File: src/blpf_pkg.sv
// Purpose: constants shared by the byte link power and filter block
// Assumes: Avalon-MM word addressing of 32-bit registers
// Notes:   offsets are word indices
package blpf_pkg;

  // ********************************************************
  // register map
  // ********************************************************
  localparam logic [1:0] BLPF_ADDR_CTRL1  = 2'h0;
  localparam logic [1:0] BLPF_ADDR_CTRL2  = 2'h1;
  localparam logic [1:0] BLPF_ADDR_VECTOR = 2'h2;
  localparam logic [1:0] BLPF_ADDR_STATUS = 2'h3;

  // link_control_one fields
  localparam int BLPF_C1_WAIT_SEL = 0;
  // link_control_two fields
  localparam int BLPF_C2_DIGITAL_LOOP_SELECT    = 0;
  localparam int BLPF_C2_ANALOG_LOOP_SELECT    = 1;
  // status fields
  localparam int BLPF_ST_MODE_LO  = 0;
  localparam int BLPF_ST_FILT     = 2;
  localparam int BLPF_ST_IDLE     = 3;
  localparam int BLPF_ST_CNT_LO   = 4;

  // ********************************************************
  // state vector codes
  // ********************************************************
  localparam logic [7:0] BLPF_VEC_NONE   = 8'h00;
  localparam logic [7:0] BLPF_VEC_WAKEUP = 8'h20;

  // ********************************************************
  // filter
  // ********************************************************
  localparam int         BLPF_CNT_W   = 4;
  localparam logic [3:0] BLPF_CNT_MAX = 4'hF;
  localparam logic [3:0] BLPF_CNT_MIN = 4'h0;

  // passive idle period before rejoining, in microseconds
  localparam int BLPF_IDLE_US  = 300;
  localparam int BLPF_CLK_MHZ  = 50;
  localparam int BLPF_IDLE_CYC = BLPF_IDLE_US * BLPF_CLK_MHZ;

  typedef enum logic [1:0] {
    BLPF_RUN,
    BLPF_WAIT,
    BLPF_STOP
  } blpf_mode_type;

endpackage

File: src/blpf_link_power.sv
// Purpose: power modes, loopback and receive noise filter of a byte link
// Assumes: filter clock enable derived from ref_clk; passive bus is low
// Notes:   frame protocol handler sits outside this block
//
// Design decisions made here: the Avalon-MM interface to the registers and the register offsets.
`timescale 1ns/10ps

// What this block does
// - wait select clear plus WAIT enters wait
// - wait mode drives nothing; rising edge wakes
// - wait wakeup raises interrupt, message still received
// - select set plus WAIT/STOP enters stop
// - stop wakeup raises non-maskable vector 20 hex
// - stop wakeup shown as top vector
// - power modes never change control register values; stop wakeup sets the vector
// - any network activity leaves low power, except in loopback
// - full stop: CPU restarts first, message unreliable
// - detach: flags clear, loopback, no wakeup
// - digital loop ties transmit to receive internally
// - after analog loop wait for idle bus
// - sample on rising, step on falling
// - count up high, down low, 0 to 15
// - at 15 latch one, no overflow
// - at 0 latch zero, no underflow
// - latch holds until opposite end reached
// - filter delay 15 to 16 periods
// - longer noise passes to symbol checker
module blpf_link_power
  import blpf_pkg::*;
#(
  parameter int FILT_DIV  = 48,
  parameter int IDLE_CYC  = BLPF_IDLE_CYC
) (
  // clock and reset
  input  wire logic        ref_clk,
  input  wire logic        rst_b,
  // avalon-mm slave
  input  wire logic [1:0]  avs_address,
  input  wire logic        avs_read,
  input  wire logic        avs_write,
  input  wire logic [31:0] avs_writedata,
  output logic      [31:0] avs_readdata,
  output logic             avs_waitrequest,
  // cpu power events
  input  wire logic        cpu_wait_exec,
  input  wire logic        cpu_stop_exec,
  output logic             wake_irq,
  output logic             wake_nmi,
  output logic             link_clk_run,
  // protocol handler side
  input  wire logic        tx_data_int,
  output logic             rx_filtered,
  // transceiver pins
  output logic             tx_digital_out,
  input  wire logic        rx_digital_in
);

  // ********************************************************
  // parameter checks
  // ********************************************************
  // the divider needs two distinct phases, so two cycles at least;
  // an odd divider is served, the falling phase then sits early
  initial begin
    if (FILT_DIV < 2) $error("FILT_DIV must be at least 2");
    if (IDLE_CYC < 1) $error("IDLE_CYC must be at least 1");
  end

  // ********************************************************
  // registers
  // ********************************************************
  logic          stop_on_wait_select_q;
  logic          digital_loop_select_q;
  logic          analog_loop_select_q;
  logic [7:0]    link_state_vector_q;
  blpf_mode_type mode_q;
  logic          rd_pend_q;
  logic          vec_read;
  // idle gate flag, read by the transmit mux below
  logic          idle_wait_q;

  // ********************************************************
  // register bus
  // ********************************************************
  // writes complete at once; reads take one wait state so that the
  // status snapshot is a flop, never a path straight from the filter

  // single-cycle wait so readdata comes from a flop
  assign avs_waitrequest = (avs_read & ~rd_pend_q);
  assign vec_read = avs_read & rd_pend_q & (avs_address == BLPF_ADDR_VECTOR);

  always_ff @(posedge ref_clk) begin
    if (!rst_b) begin
      rd_pend_q <= 1'b0;
    end else begin
      rd_pend_q <= avs_read & ~rd_pend_q;
    end
  end

  // writes never touched by mode transitions
  always_ff @(posedge ref_clk) begin
    if (!rst_b) begin
      stop_on_wait_select_q <= 1'b0;
      digital_loop_select_q <= 1'b0;
      analog_loop_select_q  <= 1'b0;
    end else if (avs_write) begin
      unique case (avs_address)
        BLPF_ADDR_CTRL1: begin
          stop_on_wait_select_q <= avs_writedata[BLPF_C1_WAIT_SEL];
        end
        BLPF_ADDR_CTRL2: begin
          digital_loop_select_q <= avs_writedata[BLPF_C2_DIGITAL_LOOP_SELECT];
          analog_loop_select_q  <= avs_writedata[BLPF_C2_ANALOG_LOOP_SELECT];
        end
        default: begin
        end
      endcase
    end
  end

  // ********************************************************
  // filter clock: rising and falling phases of a divided clock
  // ********************************************************
  localparam int DIV_W = $clog2(FILT_DIV);
  localparam logic [DIV_W-1:0] DIV_LAST = DIV_W'(FILT_DIV - 1);
  localparam logic [DIV_W-1:0] DIV_HALF = DIV_W'(FILT_DIV / 2 - 1);

  logic [DIV_W-1:0] div_q;
  logic             fclk_rise;
  logic             fclk_fall;

  // clocks halted in stop mode
  assign link_clk_run = (mode_q != BLPF_STOP);
  assign fclk_rise = link_clk_run & (div_q == DIV_LAST);
  assign fclk_fall = link_clk_run & (div_q == DIV_HALF);

  always_ff @(posedge ref_clk) begin
    if (!rst_b) begin
      div_q <= '0;
    end else if (link_clk_run) begin
      div_q <= (div_q == DIV_LAST) ? '0 : div_q + 1'b1;
    end
  end

  // ********************************************************
  // loopback routing
  // ********************************************************
  logic rx_raw;

  // passive level out while looped, waiting or still gated for idle;
  // analog loop alone leaves the transmit path untouched
  assign tx_digital_out = (digital_loop_select_q || idle_wait_q
                           || mode_q != BLPF_RUN) ? 1'b0
                        : tx_data_int;
  assign rx_raw = digital_loop_select_q ? tx_data_int : rx_digital_in;

  // ********************************************************
  // receive noise filter
  // ********************************************************
  logic                  samp_q;
  logic [BLPF_CNT_W-1:0] cnt_q;

  // sample and step live on different phases of the divided clock,
  // so a sample never feeds the counter in the cycle it is taken;
  // the latch follows the end points only, giving hysteresis
  always_ff @(posedge ref_clk) begin
    if (!rst_b) begin
      samp_q <= 1'b0;
    end else if (fclk_rise) begin
      samp_q <= rx_raw;
    end
  end

  // delay 15 to 16 filter periods falls out of saturation
  always_ff @(posedge ref_clk) begin
    if (!rst_b) begin
      cnt_q <= BLPF_CNT_MIN;
    end else if (fclk_fall) begin
      if (samp_q && cnt_q != BLPF_CNT_MAX) begin
        cnt_q <= cnt_q + 1'b1;
      end else if (!samp_q && cnt_q != BLPF_CNT_MIN) begin
        cnt_q <= cnt_q - 1'b1;
      end
    end
  end

  // pulses beyond the delay pass on to the symbol decoder
  always_ff @(posedge ref_clk) begin
    if (!rst_b) begin
      rx_filtered <= 1'b0;
    end else if (cnt_q == BLPF_CNT_MAX) begin
      rx_filtered <= 1'b1;
    end else if (cnt_q == BLPF_CNT_MIN) begin
      rx_filtered <= 1'b0;
    end
  end

  // ********************************************************
  // idle gate after analog loopback
  // ********************************************************
  localparam int IDLE_W = $clog2(IDLE_CYC + 1);
  localparam logic [IDLE_W-1:0] IDLE_END = IDLE_W'(IDLE_CYC);

  // any active filtered level restarts the count, so only an
  // unbroken passive span ends the gate
  logic              analog_loop_select_d1_q;
  logic [IDLE_W-1:0] idle_cnt_q;
  logic              link_active;

  always_ff @(posedge ref_clk) begin
    if (!rst_b) begin
      analog_loop_select_d1_q  <= 1'b0;
      idle_wait_q <= 1'b0;
      idle_cnt_q  <= '0;
    end else begin
      analog_loop_select_d1_q <= analog_loop_select_q;
      if (analog_loop_select_d1_q && !analog_loop_select_q) begin
        idle_wait_q <= 1'b1;
        idle_cnt_q  <= '0;
      end else if (idle_wait_q) begin
        if (rx_filtered) begin
          idle_cnt_q <= '0;
        end else if (idle_cnt_q == IDLE_END) begin
          idle_wait_q <= 1'b0;
        end else begin
          idle_cnt_q <= idle_cnt_q + 1'b1;
        end
      end
    end
  end

  // transmit stays passive until idle seen
  assign link_active = ~idle_wait_q & ~analog_loop_select_q;

  // ********************************************************
  // power mode control
  // ********************************************************
  logic detached;
  logic wake_edge;
  logic rx_prev_q;

  // edge memory resets to the passive level, so no false wakeup
  // follows reset; loopback masks wakeups to detach the node

  // raw pin watched so a halted filter still wakes
  assign detached  = digital_loop_select_q | analog_loop_select_q;
  assign wake_edge = rx_digital_in & ~rx_prev_q & ~detached;

  always_ff @(posedge ref_clk) begin
    if (!rst_b) begin
      rx_prev_q <= 1'b0;
    end else begin
      rx_prev_q <= rx_digital_in;
    end
  end

  always_ff @(posedge ref_clk) begin
    if (!rst_b) begin
      mode_q <= BLPF_RUN;
    end else begin
      unique case (mode_q)
        BLPF_RUN: begin
          if (stop_on_wait_select_q && (cpu_wait_exec || cpu_stop_exec)) begin
            mode_q <= BLPF_STOP;
          end else if (!stop_on_wait_select_q && cpu_wait_exec) begin
            mode_q <= BLPF_WAIT;
          end
        end
        BLPF_WAIT: begin
          if (wake_edge) begin
            mode_q <= BLPF_RUN;
          end
        end
        BLPF_STOP: begin
          if (wake_edge) begin
            mode_q <= BLPF_RUN;
          end
        end
      endcase
    end
  end

  // filter keeps running in wait so the waking message is kept
  always_ff @(posedge ref_clk) begin
    if (!rst_b) begin
      wake_irq <= 1'b0;
      wake_nmi <= 1'b0;
    end else begin
      wake_irq <= (mode_q == BLPF_WAIT) & wake_edge;
      wake_nmi <= (mode_q == BLPF_STOP) & wake_edge;
    end
  end

  // wakeup code held until software reads the vector; set beats clear
  always_ff @(posedge ref_clk) begin
    if (!rst_b) begin
      link_state_vector_q <= BLPF_VEC_NONE;
    end else if (mode_q == BLPF_STOP && wake_edge) begin
      link_state_vector_q <= BLPF_VEC_WAKEUP;
    end else if (vec_read) begin
      link_state_vector_q <= BLPF_VEC_NONE;
    end
  end

  // ********************************************************
  // read data
  // ********************************************************
  // loaded in the first read cycle and held until the next read;
  // unused upper bits always read zero
  always_ff @(posedge ref_clk) begin
    if (!rst_b) begin
      avs_readdata <= '0;
    end else if (avs_read && !rd_pend_q) begin
      unique case (avs_address)
        BLPF_ADDR_CTRL1: avs_readdata <= {31'h0, stop_on_wait_select_q};
        BLPF_ADDR_CTRL2: avs_readdata <= {30'h0, analog_loop_select_q,
                                          digital_loop_select_q};
        BLPF_ADDR_VECTOR: avs_readdata <= {24'h0, link_state_vector_q};
        BLPF_ADDR_STATUS: avs_readdata <= {24'h0, cnt_q, link_active, rx_filtered,
                                           mode_q};
      endcase
    end
  end

endmodule // blpf_link_power

File: config.mk
export PLATFORM = sky130hd
export DESIGN_NAME = blpf_link_power
export DESIGN_NICKNAME = d
export VERILOG_FILES = /design/src/blpf_pkg.sv /design/src/blpf_link_power.sv
export SDC_FILE = /design/constraint.sdc
export NUM_CORES = 1
export LEC_CHECK = 0
export ABC_AREA = 1
export BUFFER_PORTS_ARGS = -buffer_cell sky130_fd_sc_hd__buf_2
export CAP_MARGIN = 40
export CORE_AREA = 2 2 71 73
export DETAILED_ROUTE_END_ITERATION = 7
export DIE_AREA = 0 0 73 75
export GPL_ROUTABILITY_DRIVEN = 0
export GPL_TIMING_DRIVEN = 0
export PLACE_DENSITY = 0.86
export SLEW_MARGIN = 20
export SYNTH_ARGS = -nofsm -noshare
export SYNTH_HDL_FRONTEND = slang
export SYNTH_SLANG_ARGS = --single-unit
File: constraint.sdc
create_clock -name ref_clk -period 4.5 [get_ports ref_clk]
set_input_delay 1.125 -clock ref_clk [delete_from_list [all_inputs] [get_ports ref_clk]]
set_output_delay 1.125 -clock ref_clk [all_outputs]
set_load 0.02 [all_outputs]
==> flow_summary.json <==
{
  "clockBufferDepth": 2,
  "netlist_area_um2": 2480,
  "numCtsBuffers": 5,
  "ys.flop_type": "dfxtp_1",
  "yosys_warnings": 0,
  "cts.repair.resized": 0,
  "hold_buffers": 0,
  "synth.area.top_cells": "dfxtp_1, nand2_1, buf_4, nor2_1, nand3_1",
  "drt-initial-drc-count": 154,
  "cp_num_buf_inv": 3,
  "antenna_found_initial": 0,
  "period_needed_ps": 2750,
  "irDropWorstVdd_mv": 0.199,
  "die_width_um": 73,
  "start_kind": "primary input",
  "yosysMostFrequentCell": "nand2_1",
  "max_freq_mhz": 363,
  "track_usage_pct": 20.1,
  "postRouteAntennaNets": 0,
  "drt_wl_total_um": 5030,
  "vias": 2272,
  "synth_cells": 345,
  "rsz0062_at_grt": "no",
  "crit_path_cell_trace": "buf_2 -> inv_1 -> nor2_2 -> buf_2",
  "status": "complete, no violations",
  "critPathTopFamily": "buffers and inverters",
  "setup_violations": 0,
  "cap_violations": 0,
  "dp_hpwl_um": 3930,
  "htreeDepth": 2,
  "dp_slack_ps": 1750,
  "post-cts-setup-buffers": 0,
  "syn_area_per_cell_um2": 7.20,
  "synth_top_area_cell": "dfxtp_1",
  "diodes": 0,
  "critPathMaxFanout": 5,
  "drc": 0,
  "layout-drive-gt1-share_pct": 18.3,
  "fin_skew_ps": 3.77,
  "firstDrtPassIters": 4,
  "postLayoutCellArea_um2": 2840,
  "core-area_um2": 4660,
  "yosysTopAreaCellShare_pct": 37.1,
  "grt_max_degree": 13,
  "path_clk_slew_ps": 80,
  "nNetsFinal": 451,
  "grt_pass1_vias": 2141,
  "end_kind": "output port",
  "clock-sinks": 46,
  "async_flop_share_pct": 0,
  "synth_edf_count": 0,
  "die_area_um2": 5480,
  "slowest_delay_ps": 200,
  "fin_crit_sh_pct": 61.2,
  "setup_tns_ps": 0,
  "ys_ff_latch": 46,
  "fp-row-count": 25,
  "path_common_cell": "buf_2",
  "fin_ws_ps": 1750,
  "hold_violations": 0,
  "ys_top_cells_by_count": "nand2_1, nor2_1, dfxtp_1",
  "port_buffers": 25,
  "grt-ovfl-total": 0,
  "viasPerCell": 5.00,
  "worstSetupPathType": "primary input to output port",
  "ys_seq_area_share_pct": 37.1,
  "cp.required_ps": 3380,
  "leakage_uw": 0.00129,
  "cp.arrival_ps": 1630,
  "post_drt_wl_per_cell_um": 11.1,
  "post-route-util_pct": 60.9,
  "cts_tree": "done",
  "finalMaxSlewViolations": 0,
  "cts_root_buf": "clkbuf_8",
  "area_delta_synth_final_pct": 14.3,
  "cp_slowest_cell": "buf_2",
  "fp.dieH_um": 75,
  "power_density_nw_per_um2": 269,
  "min_path_type": "register to register",
  "clk_latency_ps": 290,
  "start_util_pct": 53.3,
  "grt_pass1_wl_um": 8690,
  "pin_count": 80,
  "hold_slack_ps": 478,
  "place_area_um2": 2760,
  "yosysUniqueCellTypes": 34
}
worst register-to-register path, cell delays in order, from the launching register on:
cell and delay, ps:
dfxtp_1 480, nand2_1 130, o21ai_2 290, ha_1 330, a21oi_1 180, nand2_1 70
nand2_1 90, nand3_1 90, nor2_1 100, nor2_1 40, nor2_1 90
layout by cell type (no fill, tap or decap), types with 8 or more instances in the layout:
master	count
nand2_1	57
nor2_1	48
dfxtp_1	46
inv_1	34
nand3_1	33
buf_2	26
buf_4	24
conb_1	24
a21oi_1	21
o21ai_0	15
ha_1	8
per-layer routing:
metal | vias up | global-route usage, % | wire length [um]
met5 | - | 0 | 0
met4 | 0 | 8.02 | 74
met3 | 7 | 4.95 | 231
met2 | 50 | 36.5 | 2570
met1 | 1026 | 22.7 | 2150
li1 | 1189 | - | -
metrics by stage:
step	total power, uW	std cells
6_report	764	454
5_1_grt	799	454
4_1_cts	769	454
3_5_place_dp	538	447
3_3_place_gp	535	447
2_1_floorplan	513	368
where the power goes:
group          switching, uW  internal [uW]  leakage, uW  total, uW
combinational           65.4           38.1     0.000875        103
clock                    128            107    0.0000383        235
sequential              8.26            417     0.000373        425
flip-flops by register name (all words and copies together) (netlist names), 2 cells and up:
name,flops
idle_cnt_q,14
avs_readdata,8
div_q,6
cnt_q,4
mode_q,2
worst paths after layout:
kind                            from               to  slack (ps)  cells after the start
max                         avs_read  avs_waitrequest        1750                      4
min          analog_loop_select_d1_q      idle_wait_q         480                      2
max reg2reg                 cnt_q[1]         cnt_q[3]        2560                     10
min reg2reg  analog_loop_select_d1_q      idle_wait_q         480                      2
cells by family after synthesis:
| logic type | Yosys count | synth area share, % |
|---|---|---|
| mux | 1 | 0.453 |
| buf+inv | 67 | 14.4 |
| xor+xnor | 7 | 2.47 |
| fa+ha+maj | 9 | 4.84 |
| flops | 46 | 37.1 |
| compound gates | 54 | 12.1 |
| simple gates | 160 | 28.5 |
| other cells | 1 | 0.151 |
cell type report:
type | count | area [um^2]
fillers | 408 | 1820
multi-input cells | 255 | 1290
flip-flops and latches | 46 | 921
plain buffers | 29 | 215
inverters | 38 | 143
repair buffers | 25 | 125
clock buffers | 7 | 76.3
well taps | 54 | 67.6
Note: power is estimated with default switching activity, not from simulation.
